**config.mk**
```make
export PLATFORM = sky130hd
export DESIGN_NAME = adc_sequencer_control
export DESIGN_NICKNAME = d
export VERILOG_FILES = /design/src/verilog/adc_ctrl_pkg.sv /design/src/verilog/adc_sequencer_control.sv
export SDC_FILE = /design/constraint.sdc
export NUM_CORES = 1
export LEC_CHECK = 0
export ABC_AREA = 1
export BUFFER_PORTS_ARGS = -buffer_cell sky130_fd_sc_hd__clkbuf_2
export CAP_MARGIN = 0
export CELL_PAD_IN_SITES_DETAIL_PLACEMENT = 2
export CELL_PAD_IN_SITES_GLOBAL_PLACEMENT = 2
export CORE_AREA = 2 2 340 174
export CTS_CLUSTER_SIZE = 40
export DETAILED_ROUTE_END_ITERATION = 10
export DIE_AREA = 0 0 342 176
export PLACE_DENSITY = 0.76
export SLEW_MARGIN = 0
export SYNTH_ARGS = -nofsm -noshare
export SYNTH_HDL_FRONTEND = slang
export SYNTH_HIERARCHICAL = 1
export SYNTH_SLANG_ARGS = --single-unit
```
**constraint.sdc**
```tcl
create_clock -name core_clk_i -period 4.7 [get_ports core_clk_i]
set_clock_uncertainty 0.2 [all_clocks]
set_input_delay 0.47 -clock core_clk_i [delete_from_list [all_inputs] [get_ports core_clk_i]]
set_output_delay 0.47 -clock core_clk_i [all_outputs]
set_load 0.005 [all_outputs]
```
**src/verilog/adc_ctrl_pkg.sv**
```systemverilog
package adc_ctrl_pkg;
    // Register byte offsets
    localparam logic [11:0] OFF_CLK_EN = 12'h050;
    localparam logic [11:0] OFF_CLK_DIS = 12'h054;
    localparam logic [11:0] OFF_CLK_STATE = 12'h058;
    localparam logic [11:0] OFF_COMMAND = 12'h060;
    localparam logic [11:0] OFF_CONFIG = 12'h064;
    localparam logic [11:0] OFF_SEQ_SEL = 12'h068;
    localparam logic [11:0] OFF_FLAG_CLR = 12'h06c;
    localparam logic [11:0] OFF_FLAG_STATE = 12'h070;
    localparam logic [11:0] OFF_IRQ_EN = 12'h074;
    localparam logic [11:0] OFF_IRQ_DIS = 12'h078;
    localparam logic [11:0] OFF_IRQ_MASK = 12'h07c;
    localparam logic [11:0] OFF_RESULT = 12'h080;
    // Clock registers
    localparam int CLK_BIT = 1;
    // Command bits
    localparam int CMD_SOFT_RST = 0;
    localparam int CMD_AN_EN = 1;
    localparam int CMD_AN_DIS = 2;
    localparam int CMD_START = 3;
    localparam int CMD_STOP = 4;
    // Operating config fields
    localparam int CFG_PRL_LSB = 1;
    localparam int CFG_PRL_W = 5;
    localparam int CFG_TRANSFER_END_STOP_EN = 6;
    localparam int CFG_SETTLE_LSB = 8;
    localparam int CFG_SETTLE_W = 8;
    localparam int CFG_LEN_LSB = 16;
    localparam int CFG_LEN_W = 3;
    localparam int CFG_REPEAT = 19;
    localparam logic [31:0] CFG_MASK = 32'h000fff7e;
    localparam logic [31:0] CFG_RESET = 32'h00000000;
    localparam logic [31:0] SEQ_RESET = 32'h00000000;
    // Flag bits, shared by status and interrupt registers, FL_LOST and FL_TRANSFER_END_FLAG also by clear; FL_AN_ON and FL_REPEAT are status only
    localparam int FL_DONE = 0;
    localparam int FL_READY = 1;
    localparam int FL_LOST = 2;
    localparam int FL_TRANSFER_END_FLAG = 3;
    localparam int FL_AN_ON = 8;
    localparam int FL_REPEAT = 9;
    localparam int SLOT_STRIDE = 4;
    localparam int CHAN_W = 3;
    localparam int RES_W = 10;
    // Timing
    localparam int CLK_PERIOD_NS = 40;
    localparam int SETTLE_TIME_NS = 4000;
    localparam int SETTLE_MIN_CYC = (SETTLE_TIME_NS + CLK_PERIOD_NS - 1) / CLK_PERIOD_NS;
    localparam int SAMPLE_CYC = 1;
    localparam int RESOLVE_CYC = 10;
    localparam int CONV_CYC = SAMPLE_CYC + RESOLVE_CYC;
    localparam int FIFO_DEPTH = 32;
endpackage : adc_ctrl_pkg

```
**src/verilog/adc_sequencer_control.sv**
```systemverilog
// Functional notes
// RL1: Analog disable command puts analog part in standby; digital stays alive.
// RL2: Clock disable write stops the whole digital interface; the code still answers register reads.
// RL3: Clock enable write restarts the digital interface.
// RL4: After analog enable, count settle cycles (at least 4 us) then set ready.
// RL5: Ready is low when disabled or converting, high when settled and idle.
// RL6: Only an analog enable command launches the settle interval.
// RL7: Commands before ready are ignored without side effects; the code ignores start and stop then, not soft reset or analog disable.
// RL8: Analog enable from wait state returns the converter to active.
// RL9: Software disables analog before the clock to reach full standby.
// RL10: Repeat bit picks continuous or one-shot; resets to zero.
// RL11: Sequence length sets how many inputs each sequence converts.
// RL12: Software programs settle count and divider before any start.
// RL13: Sample one converter clock, then resolve over ten more.
// RL14: Eleven converter clocks after start, latch result and set done flag; the code waits in the store state while the FIFO is full.
// RL15: Any read of the result, by processor or transfer controller, clears done.
// RL16: A result latched while the previous is unread sets the lost flag.
// RL17: Transfer controller end-of-transfer sets the transfer-end flag.
// RL18: Each programmed slot repeats sample, resolve, latch and flag.
// RL19: Interrupt is raised when ready sets and its mask bit is on.
// RL20: Slot n input code sits in nibble n of the sequence select register.
// RL21: Writing one to a clear-register flag bit clears that flag.
// RL22: Results are unsigned codes from zero to 1023.
// RL23: Sequence length field holds conversions minus one.
// RL24: Soft reset command returns every register to reset state; the code leaves the clock state register (clk_on_q) as it is.
// RL25: Start begins a conversion and clears the done flag.
// RL26: In continuous mode with stop enable, transfer end halts conversions.
// RL27: Converter clock comes from a reloaded down counter, symmetric duty.
// RL28: Stop in continuous mode finishes and latches the current conversion; the code first runs on through the last slot of the sequence.
`timescale 1ns/1ps

module result_fifo #(
    parameter int WIDTH = 10,
    parameter int DEPTH = 32
) (
    // Clock and reset
    input wire logic clk_i,
    input wire logic rst_i,
    input wire logic flush_i,
    // Fill side
    input wire logic in_valid_i,
    output logic in_ready_o,
    input wire logic [WIDTH-1:0] in_data_i,
    // Drain side
    output logic out_valid_o,
    input wire logic out_ready_i,
    output logic [WIDTH-1:0] out_data_o
);
    localparam int AW = $clog2(DEPTH);
    logic [WIDTH-1:0] mem [DEPTH];
    logic [AW-1:0] wr_ptr_q, rd_ptr_q;
    logic [AW:0] count_q, count_d;
    logic push, pop;

    assign push = in_valid_i && in_ready_o;
    assign pop = out_valid_o && out_ready_i;
    assign out_data_o = mem[rd_ptr_q];

    always_comb
    begin
        count_d = count_q;
        if (push && !pop)
        begin
            count_d = count_q + 1'b1;
        end
        else if (pop && !push)
        begin
            count_d = count_q - 1'b1;
        end
    end

    always_ff @(posedge clk_i)
    begin
        if (push)
        begin
            mem[wr_ptr_q] <= in_data_i;
        end
    end

    // Flags registered to keep adders off ports
    always_ff @(posedge clk_i or posedge rst_i)
    begin
        if (rst_i)
        begin
            wr_ptr_q <= '0;
            rd_ptr_q <= '0;
            count_q <= '0;
            in_ready_o <= 1'b1;
            out_valid_o <= 1'b0;
        end
        else if (flush_i)
        begin
            wr_ptr_q <= '0;
            rd_ptr_q <= '0;
            count_q <= '0;
            in_ready_o <= 1'b1;
            out_valid_o <= 1'b0;
        end
        else
        begin
            wr_ptr_q <= push ? AW'(wr_ptr_q + 1'b1) : wr_ptr_q;
            rd_ptr_q <= pop ? AW'(rd_ptr_q + 1'b1) : rd_ptr_q;
            count_q <= count_d;
            in_ready_o <= (count_d != (AW + 1)'(DEPTH));
            out_valid_o <= (count_d != '0);
        end
    end
endmodule : result_fifo

module adc_sequencer_control #(
    parameter int FIFO_WORDS = adc_ctrl_pkg::FIFO_DEPTH
) (
    // Clock and reset
    input wire logic core_clk_i,
    input wire logic rst_i,
    // Peripheral bus (APB)
    input wire logic psel_i,
    input wire logic penable_i,
    input wire logic pwrite_i,
    input wire logic [11:0] paddr_i,
    input wire logic [31:0] pwdata_i,
    output logic [31:0] prdata_o,
    output logic pready_o,
    output logic pslverr_o,
    // Transfer controller stream
    output logic result_valid_o,
    input wire logic result_ready_i,
    output logic [adc_ctrl_pkg::RES_W-1:0] result_data_o,
    input wire logic xfer_end_i,
    // Analog part
    output logic analog_standby_o,
    output logic adc_clk_o,
    output logic adc_start_o,
    output logic [adc_ctrl_pkg::CHAN_W-1:0] adc_chan_o,
    input wire logic [adc_ctrl_pkg::RES_W-1:0] adc_result_i,
    // Power and interrupt
    output logic periph_clk_en_o,
    output logic irq_o
);
    import adc_ctrl_pkg::*;

    typedef enum logic [1:0] {S_IDLE, S_CONV, S_STORE} seq_state_t;

    seq_state_t state_q;
    logic clk_on_q, an_on_q, settled_q, done_q, lost_q, transfer_end_flag_q, adc_clk_q;
    logic stop_req_q, pready_q, perr_q, irq_q;
    logic [7:0] settle_cnt_q;
    logic [31:0] cfg_q, seq_q, rdata_q;
    logic [RES_W-1:0] result_q, res_meta_q, res_sync_q;
    logic [3:0] irq_mask_q;
    logic [5:0] div_cnt_q;
    logic [3:0] conv_cnt_q;
    logic [CHAN_W-1:0] slot_q;

    logic wr_acc, rd_acc, cmd_wr, soft_rst, ready, start_ok, an_en_cmd, an_dis_cmd;
    logic adc_tick, last_slot, keep_going, latch, fifo_ready, tc_pop, result_rd, mapped;
    logic [3:0] flags;
    logic [5:0] div_reload;
    logic [7:0] settle_target;
    logic [CHAN_W-1:0] chan_sel [8];

    // Writes act at the access edge
    assign wr_acc = psel_i && penable_i && pwrite_i && pready_q;
    assign rd_acc = psel_i && penable_i && !pwrite_i && pready_q;
    assign cmd_wr = wr_acc && clk_on_q && (paddr_i == OFF_COMMAND);
    assign soft_rst = cmd_wr && pwdata_i[CMD_SOFT_RST]; // see RL24

    assign ready = settled_q && (state_q == S_IDLE); // see RL5
    assign an_en_cmd = cmd_wr && pwdata_i[CMD_AN_EN];
    assign an_dis_cmd = cmd_wr && pwdata_i[CMD_AN_DIS];
    // A disable in the same write cannot start
    assign start_ok = cmd_wr && pwdata_i[CMD_START] && ready && !pwdata_i[CMD_AN_DIS]; // see RL7

    assign flags = {transfer_end_flag_q, lost_q, ready, done_q};
    assign tc_pop = result_valid_o && result_ready_i && clk_on_q;
    assign result_rd = (rd_acc && clk_on_q && (paddr_i == OFF_RESULT)) || tc_pop; // see RL15

    genvar gi;
    generate
        for (gi = 0; gi < 8; gi++)
        begin : g_slot
            assign chan_sel[gi] = seq_q[gi*SLOT_STRIDE +: CHAN_W]; // see RL20
        end
    endgenerate

    always_comb
    begin
        mapped = 1'b1;
        unique case (paddr_i)
            OFF_CLK_EN, OFF_CLK_DIS, OFF_CLK_STATE, OFF_COMMAND, OFF_CONFIG,
            OFF_SEQ_SEL, OFF_FLAG_CLR, OFF_FLAG_STATE, OFF_IRQ_EN, OFF_IRQ_DIS,
            OFF_IRQ_MASK, OFF_RESULT: mapped = 1'b1;
            default: mapped = 1'b0;
        endcase
    end

    // No wait states; unmapped addresses get an error
    always_ff @(posedge core_clk_i or posedge rst_i)
    begin
        if (rst_i)
        begin
            pready_q <= 1'b0;
            perr_q <= 1'b0;
            rdata_q <= 32'h00000000;
        end
        else
        begin
            pready_q <= psel_i && !penable_i;
            perr_q <= psel_i && !penable_i && !mapped;
            rdata_q <= 32'h00000000;
            if (psel_i && !penable_i && !pwrite_i)
            begin
                unique case (paddr_i)
                    OFF_CLK_STATE: rdata_q[CLK_BIT] <= clk_on_q;
                    OFF_CONFIG: rdata_q <= cfg_q;
                    OFF_SEQ_SEL: rdata_q <= seq_q;
                    OFF_FLAG_STATE:
                    begin
                        rdata_q[3:0] <= flags;
                        rdata_q[FL_AN_ON] <= an_on_q;
                        rdata_q[FL_REPEAT] <= cfg_q[CFG_REPEAT];
                    end
                    OFF_IRQ_MASK: rdata_q[3:0] <= irq_mask_q;
                    OFF_RESULT: rdata_q[RES_W-1:0] <= result_q; // see RL22
                    default: rdata_q <= 32'h00000000;
                endcase
            end
        end
    end

    // Gates the digital part but not register reads; clock registers stay reachable
    always_ff @(posedge core_clk_i or posedge rst_i)
    begin
        if (rst_i)
        begin
            clk_on_q <= 1'b0;
        end
        else if (wr_acc && (paddr_i == OFF_CLK_DIS) && pwdata_i[CLK_BIT])
        begin
            clk_on_q <= 1'b0; // see RL2
        end
        else if (wr_acc && (paddr_i == OFF_CLK_EN) && pwdata_i[CLK_BIT])
        begin
            clk_on_q <= 1'b1; // see RL3
        end
    end

    // Configuration registers
    always_ff @(posedge core_clk_i or posedge rst_i)
    begin
        if (rst_i)
        begin
            cfg_q <= CFG_RESET;
            seq_q <= SEQ_RESET;
            irq_mask_q <= 4'h0;
        end
        else if (soft_rst)
        begin
            cfg_q <= CFG_RESET; // see RL10
            seq_q <= SEQ_RESET;
            irq_mask_q <= 4'h0;
        end
        else if (wr_acc && clk_on_q)
        begin
            if (paddr_i == OFF_CONFIG)
            begin
                cfg_q <= pwdata_i & CFG_MASK;
            end
            if (paddr_i == OFF_SEQ_SEL)
            begin
                seq_q <= pwdata_i & 32'h77777777;
            end
            if (paddr_i == OFF_IRQ_EN)
            begin
                irq_mask_q <= irq_mask_q | pwdata_i[3:0];
            end
            if (paddr_i == OFF_IRQ_DIS)
            begin
                irq_mask_q <= irq_mask_q & ~pwdata_i[3:0];
            end
        end
    end

    // Never below the 4 us floor
    assign settle_target = (cfg_q[CFG_SETTLE_LSB +: CFG_SETTLE_W] > 8'(SETTLE_MIN_CYC))
        ? cfg_q[CFG_SETTLE_LSB +: CFG_SETTLE_W] : 8'(SETTLE_MIN_CYC);

    always_ff @(posedge core_clk_i or posedge rst_i)
    begin
        if (rst_i)
        begin
            an_on_q <= 1'b0;
            settled_q <= 1'b0;
            settle_cnt_q <= 8'h00;
        end
        else if (soft_rst)
        begin
            an_on_q <= 1'b0;
            settled_q <= 1'b0;
            settle_cnt_q <= 8'h00;
        end
        else if (an_dis_cmd)
        begin
            an_on_q <= 1'b0; // see RL1
            settled_q <= 1'b0;
        end
        else if (an_en_cmd && !an_on_q)
        begin
            an_on_q <= 1'b1; // see RL8
            settled_q <= 1'b0;
            settle_cnt_q <= settle_target - 8'h01; // see RL6
        end
        else if (clk_on_q && an_on_q && !settled_q)
        begin
            if (settle_cnt_q == 8'h00)
            begin
                settled_q <= 1'b1; // see RL4
            end
            else
            begin
                settle_cnt_q <= settle_cnt_q - 8'h01;
            end
        end
    end

    // Each half lasts 2*preload master clocks, one when preload is zero
    assign div_reload = (cfg_q[CFG_PRL_LSB +: CFG_PRL_W] == 5'h00) ? 6'h00
        : 6'({cfg_q[CFG_PRL_LSB +: CFG_PRL_W], 1'b0} - 6'h01);
    assign adc_tick = clk_on_q && an_on_q && (div_cnt_q == 6'h00) && !adc_clk_q;

    always_ff @(posedge core_clk_i or posedge rst_i)
    begin
        if (rst_i)
        begin
            div_cnt_q <= 6'h00;
            adc_clk_q <= 1'b0;
        end
        else if (soft_rst || !an_on_q)
        begin
            div_cnt_q <= 6'h00;
            adc_clk_q <= 1'b0;
        end
        else if (clk_on_q)
        begin
            if (div_cnt_q == 6'h00)
            begin
                adc_clk_q <= !adc_clk_q; // see RL27
                div_cnt_q <= div_reload;
            end
            else
            begin
                div_cnt_q <= div_cnt_q - 6'h01;
            end
        end
    end

    // Result pins come from the analog domain
    always_ff @(posedge core_clk_i or posedge rst_i)
    begin
        if (rst_i)
        begin
            res_meta_q <= '0;
            res_sync_q <= '0;
        end
        else
        begin
            res_meta_q <= adc_result_i;
            res_sync_q <= res_meta_q;
        end
    end

    assign last_slot = (slot_q == cfg_q[CFG_LEN_LSB +: CFG_LEN_W]); // see RL23
    assign keep_going = cfg_q[CFG_REPEAT] && !stop_req_q
        && !(transfer_end_flag_q && cfg_q[CFG_TRANSFER_END_STOP_EN]); // see RL26
    // A full FIFO stalls the store state
    assign latch = clk_on_q && (state_q == S_STORE) && fifo_ready;

    always_ff @(posedge core_clk_i or posedge rst_i)
    begin
        if (rst_i)
        begin
            state_q <= S_IDLE;
            conv_cnt_q <= 4'h0;
            slot_q <= '0;
            stop_req_q <= 1'b0;
        end
        else if (soft_rst || an_dis_cmd)
        begin
            state_q <= S_IDLE;
            conv_cnt_q <= 4'h0;
            slot_q <= '0;
            stop_req_q <= 1'b0;
        end
        else if (clk_on_q)
        begin
            if (cmd_wr && pwdata_i[CMD_STOP] && state_q != S_IDLE)
            begin
                stop_req_q <= 1'b1; // see RL28
            end
            unique case (state_q)
                S_IDLE:
                begin
                    if (start_ok)
                    begin
                        state_q <= S_CONV; // see RL25
                        conv_cnt_q <= 4'h0;
                        slot_q <= '0;
                        stop_req_q <= 1'b0;
                    end
                end
                S_CONV:
                begin
                    if (adc_tick)
                    begin
                        conv_cnt_q <= conv_cnt_q + 4'h1; // see RL13
                        if (conv_cnt_q == 4'(CONV_CYC - 1))
                        begin
                            state_q <= S_STORE; // see RL14
                        end
                    end
                end
                S_STORE:
                begin
                    if (fifo_ready)
                    begin
                        conv_cnt_q <= 4'h0;
                        if (!last_slot)
                        begin
                            slot_q <= slot_q + 1'b1; // see RL18
                            state_q <= S_CONV;
                        end
                        else if (keep_going)
                        begin
                            slot_q <= '0; // see RL10
                            state_q <= S_CONV;
                        end
                        else
                        begin
                            state_q <= S_IDLE; // see RL11
                            stop_req_q <= 1'b0;
                        end
                    end
                end
            endcase
        end
    end

    // A set wins over a clear in the same cycle
    always_ff @(posedge core_clk_i or posedge rst_i)
    begin
        if (rst_i)
        begin
            result_q <= '0;
            done_q <= 1'b0;
            lost_q <= 1'b0;
            transfer_end_flag_q <= 1'b0;
        end
        else if (soft_rst)
        begin
            result_q <= '0;
            done_q <= 1'b0;
            lost_q <= 1'b0;
            transfer_end_flag_q <= 1'b0;
        end
        else if (clk_on_q)
        begin
            if (latch)
            begin
                result_q <= res_sync_q; // see RL14
                done_q <= 1'b1;
                if (done_q && !result_rd)
                begin
                    lost_q <= 1'b1; // see RL16
                end
            end
            else if (result_rd || start_ok)
            begin
                done_q <= 1'b0; // see RL15
            end
            if (wr_acc && paddr_i == OFF_FLAG_CLR && pwdata_i[FL_LOST]
                && !(latch && done_q && !result_rd))
            begin
                lost_q <= 1'b0; // see RL21
            end
            if (xfer_end_i)
            begin
                transfer_end_flag_q <= 1'b1; // see RL17
            end
            else if (wr_acc && paddr_i == OFF_FLAG_CLR && pwdata_i[FL_TRANSFER_END_FLAG])
            begin
                transfer_end_flag_q <= 1'b0; // see RL21
            end
        end
    end

    always_ff @(posedge core_clk_i or posedge rst_i)
    begin
        if (rst_i)
        begin
            irq_q <= 1'b0;
        end
        else
        begin
            irq_q <= |(flags & irq_mask_q); // see RL19
        end
    end

    result_fifo #(
        .WIDTH(RES_W),
        .DEPTH(FIFO_WORDS)
    ) u_fifo (
        .clk_i(core_clk_i),
        .rst_i(rst_i),
        .flush_i(soft_rst),
        .in_valid_i(latch),
        .in_ready_o(fifo_ready),
        .in_data_i(res_sync_q),
        .out_valid_o(result_valid_o),
        .out_ready_i(result_ready_i && clk_on_q),
        .out_data_o(result_data_o)
    );

    // Start high holds the cell in reset
    always_ff @(posedge core_clk_i or posedge rst_i)
    begin
        if (rst_i)
        begin
            analog_standby_o <= 1'b1;
            adc_clk_o <= 1'b0;
            adc_start_o <= 1'b1;
            adc_chan_o <= '0;
        end
        else
        begin
            analog_standby_o <= !an_on_q;
            adc_clk_o <= adc_clk_q;
            adc_start_o <= (state_q != S_CONV);
            adc_chan_o <= chan_sel[slot_q];
        end
    end

    assign prdata_o = rdata_q;
    assign pready_o = pready_q;
    assign pslverr_o = perr_q;
    assign periph_clk_en_o = clk_on_q;
    assign irq_o = irq_q;
endmodule : adc_sequencer_control

```
Word level (Yosys, flattened, before mapping)
Memories as Yosys holds them, arrays and structs flattened.
Cells that the tools add are included.
- bits in registers: 188
- bits in writable memories: 320
- input port bits: 61
- output and inout port bits: 53
- word-level logic and storage cells: 284
- memories kept: 1
- $add $sub $neg: 10
- $lt $le $gt $ge: 2
- equal/unequal tests: 25
- muxes and demuxes: 101
- bitwise operators: 5
- reduce and logical (&&, ||, !) cells: 108
- memory list (name ; depth ; width ; rd ports ; clocked after memory_dff ; wr ports ; RTL line ; RTL):
    u_fifo.mem ; 32 ; 10 ; 1 ; 0 ; 1 ; adc_sequencer_control.sv:50 ; logic [WIDTH-1:0] mem [DEPTH];
- operator list (operator ; number):
    2-to-1 mux 32 bit ; 7
    == test 12 x 7 -> 1 bit (second input constant) ; 11
    logical AND 1 bit ; 49
    2-to-1 mux 8 bit ; 6
    case mux 22 bit (2 select lines) ; 1
    2-to-1 mux 6 bit ; 7
    2-to-1 mux 1 bit ; 40
    2-to-1 mux 4 bit ; 9
    2-to-1 mux 10 bit ; 3
    2-to-1 mux 3 bit ; 8
    case mux 4 bit (3 select lines) ; 2
    nonzero test 2 bit ; 12
    nonzero test 3 bit ; 8
    2-to-1 mux 5 bit ; 4
    subtractor 6 x 1 -> 6 bit (second input constant) ; 3
    AND reduction 2 bit ; 8
    subtractor 8 x 1 -> 8 bit (second input constant) ; 2
    logical NOT 1 bit ; 13
    == test 12 x 8 -> 1 bit (second input constant) ; 1
    2-to-1 mux 2 bit ; 6
    OR reduction 12 bit ; 1
    adder 5 x 1 -> 5 bit (second input constant) ; 2
    case mux 2 bit (5 select lines) ; 1
    AND reduction 5 bit ; 2
    other kinds (37) ; 45

Longest topological paths before layout
Gate-level depths: netlist of the first run.
- word-level depth: 14
- depth in mapped cells: 15
- mapped depth without buffers: 15

Hierarchy
Netlist of the first run, hierarchy kept.
- modules (own cells, without submodules) (module ; instances ; cells each ; area each (um2) ; sequential area each (um2)):
    result_fifo ; 1 ; 1216 ; 14114.8 ; 10060.9
    adc_sequencer_control ; 1 ; 777 ; 6875.3 ; 3631.0

Worst setup path after synthesis of the first run
OpenSTA, ideal clock, no wires.
- path kind: reg2reg
- start point: register clk_on_q (netlist: periph_clk_en_o)
- end point: memory u_fifo.mem[15][0] (enable)
- library setup time: 390 ps
- data arrival time: 2552 ps
- data required time: 4110 ps
- setup slack: 1558 ps
- cell stages (with the launch flop): 10
- buffers on the path: 3
- period minus slack after synthesis: 3142 ps
- cell sequence: dfrtp_1 -> buf_6 -> inv_1 -> nor3_1 -> clkbuf_1 -> nand2_2 -> inv_1 -> buf_2 -> nand3_1 -> nor3_1
- longest elaborated chain between the ends: 5
- RTL lines (what ; RTL line ; RTL):
    start, declared ; adc_sequencer_control.sv:145 ; logic clk_on_q, an_on_q, settled_q, done_q, lost_q, transfer_end_flag_q, adc_clk_q;
    start signal, assigned ; adc_sequencer_control.sv:236 ; clk_on_q <= 1'b0;
    start signal, assigned ; adc_sequencer_control.sv:240 ; clk_on_q <= 1'b0;
    start signal, assigned ; adc_sequencer_control.sv:244 ; clk_on_q <= 1'b1;
    logical AND 1 bit (2 in a row) ; adc_sequencer_control.sv:376 ; assign latch = clk_on_q && (state_q == S_STORE) && fifo_ready;
    via latch ; adc_sequencer_control.sv:156 ; logic adc_tick, last_slot, keep_going, latch, fifo_ready, tc_pop, result_rd, mapped;
    logical AND 1 bit ; adc_sequencer_control.sv:55 ; assign push = in_valid_i && in_ready_o;
    2-to-1 mux 1 bit ; adc_sequencer_control.sv:74 ; if (push)
    2-to-1 mux 1 bit (implied by the code) ; adc_sequencer_control.sv:76 ; mem[wr_ptr_q] <= in_data_i;
    end, declared ; adc_sequencer_control.sv:50 ;
The timed path passes the listed nets, and every way through them passes these cells.

Final worst setup path of the first run
- start point: register u_fifo.rd_ptr_q[0]
- end point: output result_data_o[4] in the netlist's numbering
- longest elaborated chain between the ends: 1
- RTL lines (what ; RTL line ; RTL):
    start, declared ; adc_sequencer_control.sv:51 ; logic [AW-1:0] wr_ptr_q, rd_ptr_q;
    start signal, assigned ; adc_sequencer_control.sv:102 ; rd_ptr_q <= pop ? AW'(rd_ptr_q + 1'b1) : rd_ptr_q;
    memory (32 x 10 bit) ; - ;
    end, declared ; adc_sequencer_control.sv:128 ; output logic [adc_ctrl_pkg::RES_W-1:0] result_data_o,
No other way between the ends.

==> results.md, run 1 <==
* **sequential share of the synthesized area** 0.652
* **total area of sequential cells** 13700 µm²
* **number of buffers inserted during clock tree synthesis** 46
* **DRC violation count after routing** 0
* **I/O pin count** 114
* **result of the run** finished, final reports clean
* **H-tree levels** 2
* **average footprint of a synthesized cell** 10.5 µm²
* **Worst Setup Start Kind** register
* **number of enable flip-flop cells after synthesis** 320
* **TritonCTS clock tree** built
* **average wire per standard cell** 24.2 µm
* **total routed wirelength** 71.3 mm
* **time the final worst path needs with I/O delays and setup** 4170 ps
* **TNS Setup** 0 ps
* **maximum ir drop on the vdd rail** 0.280 mV
* **setup slack of the most critical reg-to-reg path** 940 ps
* **number of max-slew violations in the final report** 0
* **worst max-slew margin expressed relative to the limit** 0.200
* **CP startpoint** u_fifo/rd_ptr_q[0]
* **Flop pwr share** 0.420
* **class of the most critical hold timing path** in2reg
* **global-route wire length before repair** 109 mm
* **Core Rows** 62
* **vertical extent of the die** 176 µm
* **Num Clock Sinks** 483
* **reg-to-reg critical path startpoint** u_fifo/in_ready_o
* **via count** 15.9k
* **multiplexer fraction of the synthesized cell area** 0
* **critical path type** reg2out
* **Crit path top cell by count** sky130_fd_sc_hd__nand2_1
* **Arrival @ worst endpoint** 3500 ps
* **DP Wirelength** 44.1 mm
* **proportion of register bits with asynchronous set or reset after synthesis** 0.337
* **setup repair after global routing missed its margin** no
* **Final setup violation count** 0
* **pwr dens** 506 nW/µm²
* **utilization of the core after routing** 0.424
* **beginning of the worst hold path** pwdata_i[4]
* **share of the synthesized netlist area taken by xor and xnor gates** 0.00417
* **Post-Syn Area** 21000 µm²
* **capture endpoint of the worst hold path** seq_q[4]
* **number of buffers added on ports** 106
* **violation count after the first detailed-route iteration** 1084
* **fraction of the mapped netlist area in adder cells** 0.00835
* **area occupied by multi-input gates** 6100 µm²
* **total net switching power** 4.41 mW
* **number of global-route vias before repair** 17.7k
* **later-pin clock latency in the skew report** 580 ps
* **area share of and/or/nand/nor cells after synthesis** 0.168
* **Leak** 9.73 nW
* **number of max-cap violations** 0
* **CP max FO** 77
* **Chip Width** 342 µm
* **most used flip-flop cell after synthesis** sky130_fd_sc_hd__edfxtp_1
* **Internal Pwr Total** 7.81 mW
* **area added between synthesis and finish** 15.1%
* **drt via density** 5.40
* **Cell variety after synth** 60
* **kind of end point of the critical path** output port
* **Largest stage delay, worst path** 750 ps
* **post-route cell area** 24100 µm²
* **worst flop-to-flop path endpoint** u_fifo/mem[9][5]
* **largest net degree at the start of global routing** 108
* **part of the cycle the worst path needs** 0.886
* **Sw Ratio** 0.361
* **maximum buffer depth of the clock tree** 3
* **share of post-route cells with drive strength above 1** 0.130
* **GRT Resource Usage Total** 0.238
* **post-cts gate resize count** 0
* **combinational cell fraction of total power** 0.273
* **count of fill cells added during filler insertion** 6009
* **cells on worst reg2reg path** 6
* **area inside the core boundary** 56900 µm²
* **number of antenna violations at the first check in global routing** 1
* **antenna violation net count after detailed routing** 0
* **router iterations before antenna repair** 5
* **Post-Place Cell Area** 22300 µm²
* **library cell used as clock root buffer** sky130_fd_sc_hd__clkbuf_16
* **clock power share** 0.307
* **clock-pin slew of the registers on the worst-case setup and hold paths** 60 ps
* **worst endpoint required time** 4030 ps
* **Initial Utilization** 0.369
* **number of stages on the worst hold path** 3
* **routability congestion estimate from global placement** 0.778
* **FMAX** 240 MHz
* **cell family contributing the most delay on the critical path** buffers and inverters
* **synth warn** 6
* **post-synthesis compound-gate area fraction** 0.109
* **aggregate global routing overflow** 0
* **flip-flop and latch count after synthesis** 483
* **worst hold margin** 22.6 ps
* **total setup buffers inserted after CTS** 0
* **fin nets** 2213
* **Synth Instances** 1993
* **area enclosed by the die boundary** 60200 µm²
* **standard cell with the maximum stage delay on the critical path** sky130_fd_sc_hd__dfrtp_4
* **Final Instance Count excl. Fillers** 2943
* **final hold vios** 0
* **cell-by-cell listing of the critical path** inv_4 > buf_4 > o21ai_0 > o211ai_1 > nand3_1 > nand2_1 > nand2_1 > inv_1 > clkbuf_2
* **buffers plus inverters on the worst setup path** 4
* **actual slew at the worst max-slew pin** 1200 ps
* **count of placed standard cells including taps** 2821
* **main combinational cell family by area after synthesis** simple AND/OR/NAND/NOR gates
==> logic make-up after synthesis <==
kind of cell / count (synthesis)
other cells: 1
fa+ha+maj: 14
buf+inv: 274
flops: 483
compound gates: 397
simple gates: 814
xor+xnor: 10
==> area by class of cell <==
cell class,count,area share
well taps,768,0.0398
clock inverters,16,0.00534
diodes,2,0.000207
multi-input cells,1238,0.252
clock buffers,67,0.0547
repair buffers,183,0.0508
inverters,186,0.0295
flip-flops and latches,483,0.567
==> synth_stat cells (11+ instances only) <==
master,count,share of area
sky130_fd_sc_hd__dfrtp_1,160,0.19
sky130_fd_sc_hd__edfxtp_1,320,0.46
sky130_fd_sc_hd__or2_1,11,0.0033
sky130_fd_sc_hd__o21ai_1,68,0.016
sky130_fd_sc_hd__o22ai_1,53,0.016
sky130_fd_sc_hd__nor3_1,13,0.0031
sky130_fd_sc_hd__o21ai_0,143,0.034
sky130_fd_sc_hd__inv_1,170,0.030
sky130_fd_sc_hd__o211ai_1,40,0.014
sky130_fd_sc_hd__nand2_1,267,0.048
sky130_fd_sc_hd__ha_1,14,0.0083
sky130_fd_sc_hd__inv_2,11,0.0020
sky130_fd_sc_hd__clkbuf_1,45,0.0080
sky130_fd_sc_hd__nor2_1,346,0.062
sky130_fd_sc_hd__buf_6,13,0.0070
sky130_fd_sc_hd__buf_4,11,0.0039
sky130_fd_sc_hd__a21oi_1,51,0.012
sky130_fd_sc_hd__buf_2,17,0.0041
sky130_fd_sc_hd__nand3_1,114,0.027
==> metal layers <==
metal | wire [µm] | share of wire | up-vias | GRT usage
met5 | 0 | 0 | - | 0
met1 | 29400 | 0.41 | 8277 | 0.290
met2 | 36900 | 0.52 | 365 | 0.435
li1 | - | - | 7109 | -
met4 | 2340 | 0.033 | 0 | 0.0768
met3 | 2710 | 0.038 | 140 | 0.0323
==> power by group through the flow <==
stage                     clock [mW]  combinational (mW)  sequential [mW]
after floorplan                    0                2.16             4.98
after detailed placement           0                3.22             5.21
after global routing            3.98                3.68             5.17
final                           3.76                3.33             5.13
after CTS                       3.81                3.35             5.13
after global placement             0                3.04             5.18
==> stage by stage <==
step | worst slack [ps] | power (mW)
2_1_floorplan | 139 | 7.15
3_3_place_gp | 1270 | 8.22
3_5_place_dp | 1140 | 8.43
4_1_cts | 580 | 12.3
5_1_grt | 450 | 12.8
6_report | 534 | 12.2
==> cells in the final DEF (no fill, tap or decap), types with 10 or more instances in the layout <==
cell type and count:
sky130_fd_sc_hd__a21oi_1 51, sky130_fd_sc_hd__ha_1 14, sky130_fd_sc_hd__dlygate4sd3_1 37, sky130_fd_sc_hd__o22ai_1 53, sky130_fd_sc_hd__edfxtp_1 320, sky130_fd_sc_hd__or2_1 11
sky130_fd_sc_hd__nor3_1 13, sky130_fd_sc_hd__nand2_1 267, sky130_fd_sc_hd__nor2_1 346, sky130_fd_sc_hd__o211ai_1 40, sky130_fd_sc_hd__or2_2 10, sky130_fd_sc_hd__clkbuf_1 13
sky130_fd_sc_hd__inv_2 11, sky130_fd_sc_hd__inv_1 169, sky130_fd_sc_hd__o21ai_1 68, sky130_fd_sc_hd__nand3_1 114, sky130_fd_sc_hd__dfrtp_1 158, sky130_fd_sc_hd__clkbuf_16 47
sky130_fd_sc_hd__clkbuf_2 106, sky130_fd_sc_hd__o21ai_0 143, sky130_fd_sc_hd__buf_4 38, sky130_fd_sc_hd__nand2_2 10
==> worst min-delay path, stage by stage <==
cell,delay [ps]
sky130_fd_sc_hd__clkbuf_2,120
sky130_fd_sc_hd__nand2_1,90
sky130_fd_sc_hd__o22ai_1,70
==> state kept, by name, indices dropped and copies added (netlist names), 2 cells and up <==
| register | count |
|---|---|
| result_q | 10 |
| res_sync_q | 10 |
| adc_chan_o | 3 |
| conv_cnt_q | 4 |
| prdata_o | 29 |
| u_fifo/count_q | 6 |
| slot_q | 3 |
| state_q | 2 |
| settle_cnt_q | 8 |
| div_cnt_q | 6 |
| res_meta_q | 10 |
| u_fifo/wr_ptr_q | 5 |
| irq_mask_q | 4 |
| seq_q | 24 |
| u_fifo/mem | 320 |
| cfg_q | 18 |
| u_fifo/rd_ptr_q | 5 |
==> worst max path at each step <==
stage	to	slack [ps]	depth (start not counted)
detailed placement	u_fifo/mem[9][0]	1140	6
finish	result_data_o[4]	530	9
global placement	u_fifo/mem[9][2]	1270	6
floorplan	adc_chan_o[0]	140	1
CTS	result_data_o[4]	580	9
global route	result_data_o[4]	450	9
==> repair_timing <==
| item | in CTS | in global routing |
|---|---|---|
| hold buffers | 37 | 0 |
| hold endpoints to repair | 132 | 0 |
| endpoints found under the setup margin | 0 | 0 |
Power figures use the tool's default switching activity.
==> run 2, diff against run 1 <==
--- a/config.mk
+++ b/config.mk
@@ -14,6 +14,7 @@
 export CTS_CLUSTER_SIZE = 40
 export DETAILED_ROUTE_END_ITERATION = 10
 export DIE_AREA = 0 0 342 176
+export MAX_ROUTING_LAYER = met4
 export PLACE_DENSITY = 0.76
 export SLEW_MARGIN = 0
 export SYNTH_ARGS = -nofsm -noshare
==> results.md, run 2 (same netlist as run 1, synthesis figures left out) <==
* **clock-pin slew of the registers on the worst-case setup and hold paths** 70 ps, about the same
* **Final WS setup** 592 ps, +57.8 ps
* **area added between synthesis and finish** 15.0%, about the same
* **number of max-cap violations** 0, unchanged
* **Chip Width** 342 µm, unchanged
* **WP depth** 9, unchanged
* **vertical extent of the die** 176 µm, unchanged
* **antenna violation net count after detailed routing** 0, unchanged
* **GRT Resource Usage Total** 0.245, +0.00725
* **number of antenna violations at the first check in global routing** 1, unchanged
* **Initial Utilization** 0.369, unchanged
* **pwr dens** 507 nW/µm², about the same
* **buffers plus inverters on the worst setup path** 4, unchanged
* **total routed wirelength** 71.4 mm, +0.15%
* **Leak** 9.73 nW, unchanged
* **class of the most critical hold timing path** in2reg
* **standard cell with the maximum stage delay on the critical path** sky130_fd_sc_hd__dfrtp_4
* **I/O pin count** 114, unchanged
* **cells on worst reg2reg path** 6, unchanged
* **Crit path top cell by count** sky130_fd_sc_hd__nand2_1
* **DRC violation count after routing** 0, unchanged
* **CP max FO** 77, unchanged
* **fin nets** 2213, unchanged
* **worst flop-to-flop path endpoint** u_fifo/mem[9][5]
* **later-pin clock latency in the skew report** 580 ps, about the same
* **Num Clock Sinks** 483, unchanged
* **total setup buffers inserted after CTS** 0, unchanged
* **Largest stage delay, worst path** 780 ps, +30 ps
* **global-route wire length before repair** 109 mm, about the same
* **DP Wirelength** 44.1 mm, unchanged
* **area enclosed by the die boundary** 60200 µm², unchanged
* **result of the run** finished, final reports clean
* **highest-count cells in the layout ignoring fill and taps** sky130_fd_sc_hd__nor2_1, sky130_fd_sc_hd__edfxtp_1, sky130_fd_sc_hd__nand2_1
* **setup slack of the most critical reg-to-reg path** 910 ps, -30 ps
* **H-tree levels** 2, unchanged
* **aggregate global routing overflow** 0, unchanged
* **maximum ir drop on the vdd rail** 0.280 mV, about the same
* **Worst Setup Slack post-DPL** 1140 ps, unchanged
* **library cell used as clock root buffer** sky130_fd_sc_hd__clkbuf_16
* **share of post-route cells with drive strength above 1** 0.130, unchanged
* **area inside the core boundary** 56900 µm², unchanged
* **router iterations before antenna repair** 7, +2
* **actual slew at the worst max-slew pin** 1210 ps, +10.5 ps
* **critical path type** reg2out
* **number of max-slew violations in the final report** 0, unchanged
* **Arrival @ worst endpoint** 3440 ps, -60 ps
* **Final setup violation count** 0, unchanged
* **TritonCTS clock tree** built
* **setup repair after global routing missed its margin** no
* **final hold vios** 0, unchanged
* **worst max-slew margin expressed relative to the limit** 0.193, -0.00703
* **routability congestion estimate from global placement** 0.789, +1.4%
* **TNS Setup** 0 ps, unchanged
* **Worst Setup Start Kind** register
* **part of the cycle the worst path needs** 0.874, -0.0123
* **FMAX** 243 MHz, +1.4%
* **violation count after the first detailed-route iteration** 966, -11%
* **CP startpoint** u_fifo/rd_ptr_q[0]
* **maximum buffer depth of the clock tree** 3, unchanged
* **Core Rows** 62, unchanged
* **most frequent standard cell in the layout excluding fill and tap cells** sky130_fd_sc_hd__nor2_1
* **destination of the critical timing path** result_data_o[4]
* **number of buffers added on ports** 106, unchanged
* **cell-by-cell listing of the critical path** inv_4 > buf_4 > o21ai_0 > o211ai_1 > nand3_1 > nand2_1 > nand2_1 > inv_1 > clkbuf_2
* **number of buffers inserted during clock tree synthesis** 46, unchanged
* **number of global-route vias before repair** 17.7k, -0.079%
* **worst endpoint required time** 4030 ps, about the same
* **register bank with the most flops** u_fifo/mem
* **kind of end point of the critical path** output port
* **via count** 15.9k, +0.12%
* **largest net degree at the start of global routing** 108, unchanged
* **time the final worst path needs with I/O delays and setup** 4110 ps, -57.8 ps
* **average wire per standard cell** 24.3 µm, +0.18%
* **utilization of the core after routing** 0.424, about the same
* **number of flip-flops in the largest register** 320, unchanged
* **reg-to-reg critical path startpoint** u_fifo/in_ready_o
* **drt via density** 5.41, +0.15%
* **number of stages on the worst hold path** 3, unchanged
* **cell family contributing the most delay on the critical path** buffers and inverters
[run 2: changes by cell type in the layout (fill, tap and decap cells not counted)]
cell                      previous run  this run
sky130_fd_sc_hd__diode_2             2         1
[run 2: timing repair]
item / in CTS / in global routing
endpoints found under the hold margin: 132 / 0
gates resized for setup: 0 / 0
hold buffers: 37 / 0
[run 2: worst min-delay path, stage by stage]
cell and delay [ps]:
sky130_fd_sc_hd__clkbuf_2 120, sky130_fd_sc_hd__nand2_1 90, sky130_fd_sc_hd__o22ai_1 70
[run 2: layout make-up]
type                            instances  area [µm²]
Fill cell                            6008       32800
Sequential cell                       483       13700
Multi-Input combinational cell       1238        6100
Clock buffer                           67        1320
Timing Repair Buffer                  183        1230
Tap cell                              768         961
Inverter                              186         712
Clock inverter                         16         129
Antenna cell                            1        2.50
[run 2: worst min path at each step]
| stage | startpoint | to | slack, ps |
|---|---|---|---|
| finish | pwdata_i[4] | seq_q[4] | 30 |
| detailed placement | res_meta_q[6] | res_sync_q[6] | 140 |
| floorplan | res_meta_q[0] | res_sync_q[0] | 130 |
| global route | pwdata_i[3] | irq_mask_q[3] | 9 |
| CTS | pwdata_i[4] | seq_q[4] | 8 |
| global placement | res_meta_q[2] | res_sync_q[2] | 130 |
[run 2: power by group]
part	internal [mW]	switching [mW]	total, mW
combinational	0.977	2.36	3.34
clock	2.06	1.70	3.76
sequential	4.78	0.359	5.14
[run 2: metal layers]
layer / global-route usage / routed length, µm / vias to the layer above
li1: - / - / 7108
met1: 0.290 / 29400 / 8284
met2: 0.436 / 36900 / 378
met3: 0.0322 / 2840 / 140
met4: 0.0768 / 2300 / 0
met5: - / 0 / -
[run 2: stage by stage]
stage,power (mW),cell area [µm²],hold slack [ps],std cells
floorplan,7.15,21000,131,1995
global placement,8.22,22300,132,2821
detailed placement,8.43,22300,137,2821
CTS,12.3,24100,7.81,2941
global route,12.8,24100,8.61,2942
finish,12.2,24100,25.2,2942
==> run 3, diff against run 2 <==
--- a/config.mk
+++ b/config.mk
@@ -5,17 +5,17 @@
 export SDC_FILE = /design/constraint.sdc
 export NUM_CORES = 1
 export LEC_CHECK = 0
-export ABC_AREA = 1
 export BUFFER_PORTS_ARGS = -buffer_cell sky130_fd_sc_hd__clkbuf_2
 export CAP_MARGIN = 0
 export CELL_PAD_IN_SITES_DETAIL_PLACEMENT = 2
 export CELL_PAD_IN_SITES_GLOBAL_PLACEMENT = 2
-export CORE_AREA = 2 2 340 174
+export CORE_AREA = 2 2 323 165
 export CTS_CLUSTER_SIZE = 40
 export DETAILED_ROUTE_END_ITERATION = 10
-export DIE_AREA = 0 0 342 176
+export DIE_AREA = 0 0 325 167
 export MAX_ROUTING_LAYER = met4
-export PLACE_DENSITY = 0.76
+export PLACE_DENSITY_LB_ADDON = 0.1
+export RECOVER_POWER = 100
 export SLEW_MARGIN = 0
 export SYNTH_ARGS = -nofsm -noshare
 export SYNTH_HDL_FRONTEND = slang
==> results.md, run 3 <==
* **FMAX** 240 MHz, -1.3%
* **router iterations before antenna repair** 5, -2
* **beginning of the worst hold path** psel_i
* **maximum ir drop on the vdd rail** 0.281 mV, +0.30%
* **share of post-route cells with drive strength above 1** 0.170, +0.0394
* **Post-Syn Area** 20400 µm², -2.7%
* **vertical extent of the die** 167 µm, -5.1%
* **violated checks** max-capacitance violations, max-slew violations
* **TNS Setup** 0 ps, unchanged
* **flip-flop and latch count after synthesis** 483, unchanged
* **utilization of the core after routing** 0.458, +0.0338
* **Cell variety after synth** 72, +20%
* **top cells by count, synth** sky130_fd_sc_hd__edfxtp_1, sky130_fd_sc_hd__nand2_1, sky130_fd_sc_hd__dfrtp_1
* **post-route cell area** 23600 µm², -2.4%
* **count of placed standard cells including taps** 2159, -23%
* **largest net degree at the start of global routing** 81, -25%
* **reg-to-reg critical path startpoint** periph_clk_en_o
* **worst endpoint required time** 4960 ps, +930 ps
* **result of the run** finished, violations left
* **Num Clock Sinks** 483, unchanged
* **register bank with the most flops** u_fifo/mem
* **most frequent standard cell in the layout excluding fill and tap cells** sky130_fd_sc_hd__edfxtp_1
* **DP Wirelength** 44.9 mm, +1.9%
* **post-synthesis cell type with the largest combined area** sky130_fd_sc_hd__edfxtp_1
* **final hold vios** 0, unchanged
* **number of global-route vias before repair** 13.9k, -22%
* **setup slack of the most critical reg-to-reg path** 670 ps, -240 ps
* **average wire per standard cell** 28.6 µm, +18%
* **Final Instance Count excl. Fillers** 2281, -22%
* **Post-Place Cell Area** 22000 µm², -1.6%
* **capture endpoint of the worst hold path** pready_o
* **Synth Instances** 1352, -32%
* **H-tree levels** 2, unchanged
* **critical path type** in2reg
* **number of enable flip-flop cells after synthesis** 320, unchanged
* **sequential share of the synthesized area** 0.670, +0.0181
* **Final setup violation count** 0, unchanged
* **library cell used as clock root buffer** sky130_fd_sc_hd__clkbuf_16
* **drt via density** 5.74, +6.2%
* **standard cell with the maximum stage delay on the critical path** sky130_fd_sc_hd__nor3_1
* **antenna violation net count after detailed routing** 0, unchanged
* **maximum buffer depth of the clock tree** 3, unchanged
* **average footprint of a synthesized cell** 15.1 µm², +43%
* **Worst Setup Start Kind** input port
* **via count** 13.1k, -18%
* **CP startpoint** paddr_i[2]
* **Arrival @ worst endpoint** 4420 ps, +980 ps
* **I/O pin count** 114, unchanged
* **pwr dens** 469 nW/µm², -7.5%
* **global-route wire length before repair** 96.8 mm, -11%
* **synth warn** 6, unchanged
* **number of buffers added on ports** 106, unchanged
* **cell family contributing the most delay on the critical path** simple AND/OR/NAND/NOR gates
* **antenna cell count** 0, -1
* **Initial Utilization** 0.397, +0.0283
* **most common cell in the synthesized netlist** sky130_fd_sc_hd__edfxtp_1
* **number of max-slew violations in the final report** 259, +259
* **most used flip-flop cell after synthesis** sky130_fd_sc_hd__edfxtp_1
* **number of buffers inserted during clock tree synthesis** 46, unchanged
* **Synth top area share** 0.471, +0.0127
* **class of the most critical hold timing path** in2reg
* **DRC violation count after routing** 0, unchanged
* **buffers plus inverters on the worst setup path** 4, unchanged
* **routability congestion estimate from global placement** 0.887, +12%
* **violation count after the first detailed-route iteration** 1237, +28%
* **total routed wirelength** 65.1 mm, -8.8%
* **part of the cycle the worst path needs** 0.885, +0.0114
* **cell-by-cell listing of the critical path** dlygate4sd3_1 > clkbuf_1 > nor4_1 > nand2_1 > clkbuf_1 > nor3_1 > nand3b_1 > a21boi_0 > ha_1 > buf_4 > nand4_1 > xor2_1 > a21oi_1 > o21ai_0 > nand2_1
* **cells on worst reg2reg path** 4, -2
* **area inside the core boundary** 51500 µm², -9.6%
* **number of stages on the worst hold path** 2, -1
* **fin nets** 1618, -27%
* **setup repair after global routing missed its margin** no
* **time the final worst path needs with I/O delays and setup** 4160 ps, +53.6 ps
* **clock-pin slew of the registers on the worst-case setup and hold paths** 70 ps, about the same
* **Core Rows** 59, -4.8%
* **PnR Total Power** 11.0 mW, -9.7%
* **Largest stage delay, worst path** 840 ps, +60 ps
* **Leak** 8.45 nW, -13%
* **area enclosed by the die boundary** 54300 µm², -9.8%
* **number of max-cap violations** 7, +7
* **aggregate global routing overflow** 0, unchanged
* **worst flop-to-flop path endpoint** slot_q[2]
* **proportion of register bits with asynchronous set or reset after synthesis** 0.337, unchanged
* **worst max-slew margin expressed relative to the limit** -1.22, -1.41
* **actual slew at the worst max-slew pin** 3330 ps, +2120 ps
* **later-pin clock latency in the skew report** 590 ps, about the same
* **GRT Resource Usage Total** 0.251, +0.00590
* **Chip Width** 325 µm, -5.0%
* **kind of end point of the critical path** register
* **CP max FO** 9, -88%
* **area added between synthesis and finish** 15.4%
* **number of antenna violations at the first check in global routing** 4, +3
* **number of flip-flops in the largest register** 320, unchanged
* **highest-count cells in the layout ignoring fill and taps** sky130_fd_sc_hd__edfxtp_1, sky130_fd_sc_hd__nand2_1, sky130_fd_sc_hd__dfrtp_1
* **cell types occupying the most area after synthesis** sky130_fd_sc_hd__edfxtp_1, sky130_fd_sc_hd__dfrtp_1, sky130_fd_sc_hd__mux4_2, sky130_fd_sc_hd__mux4_1, sky130_fd_sc_hd__nand2_1
* **TritonCTS clock tree** built
==> run 3: how the worst max path moves through the flow <==
stage,to,slack [ps],cells past startpoint
2_1_floorplan,adc_chan_o[0],140,1
3_3_place_gp,settle_cnt_q[6],470,12
3_5_place_dp,settle_cnt_q[6],430,12
4_1_cts,result_data_o[3],770,6
5_1_grt,div_cnt_q[5],290,3
6_report,settle_cnt_q[6],540,15
==> run 3: cells by family (layout without fill, tap and decap cells) <==
group | count (synthesis) | count (layout) | synth area share
flops | 483 | 483 | 0.670
other cells | 1 | 3 | 0.000184
mux | 135 | 135 | 0.128
xor+xnor | 27 | 27 | 0.0116
simple gates | 403 | 403 | 0.0943
fa+ha+maj | 14 | 14 | 0.00858
compound gates | 195 | 195 | 0.0601
buf+inv | 94 | 320 | 0.0264
==> run 3: cell type report <==
cell class | instances | area, µm²
clock inverters | 22 | 251
inverters | 24 | 90.1
fillers | 4998 | 27900
well taps | 701 | 877
clock buffers | 63 | 1290
flip-flops and latches | 483 | 13700
repair buffers | 211 | 1210
multi-input cells | 777 | 6140
==> run 3: per-layer routing <==
| metal | up-vias | GRT usage | wire, µm |
|---|---|---|---|
| met5 | - | - | 0 |
| met4 | 0 | 0.0399 | 784 |
| met3 | 60 | 0.0637 | 5500 |
| met2 | 407 | 0.323 | 26000 |
| met1 | 7097 | 0.398 | 32900 |
| li1 | 5537 | - | - |
==> run 3: what timing repair did <==
action                                  CTS  global route
endpoints found under the setup margin    0             0
hold endpoints to repair                141             0
hold buffers                             36             0
buffers inserted                          0             0
gates resized for setup                   0             0
==> run 3: worst register-to-register path, stage by stage, from the launching register on <==
cell and delay (ps):
sky130_fd_sc_hd__dfrtp_1 420, sky130_fd_sc_hd__clkbuf_1 1070, sky130_fd_sc_hd__o21ai_1 580, sky130_fd_sc_hd__a2111oi_1 1340, sky130_fd_sc_hd__a311oi_1 230
==> run 3: metrics by stage <==
stage / worst slack [ps] / hold slack, ps
final: 539 / 38.9
after global placement: 470 / 132
after global routing: 288 / 10.3
after detailed placement: 432 / 140
after CTS: 773 / 2.64
after floorplan: 139 / 131
==> run 3: where the power goes <==
part           total, mW  internal [mW]  switching (mW)
Sequential          4.93           4.60           0.332
Clock               3.89           2.20            1.69
Combinational       2.22           1.10            1.12
Total               11.0           7.91            3.14
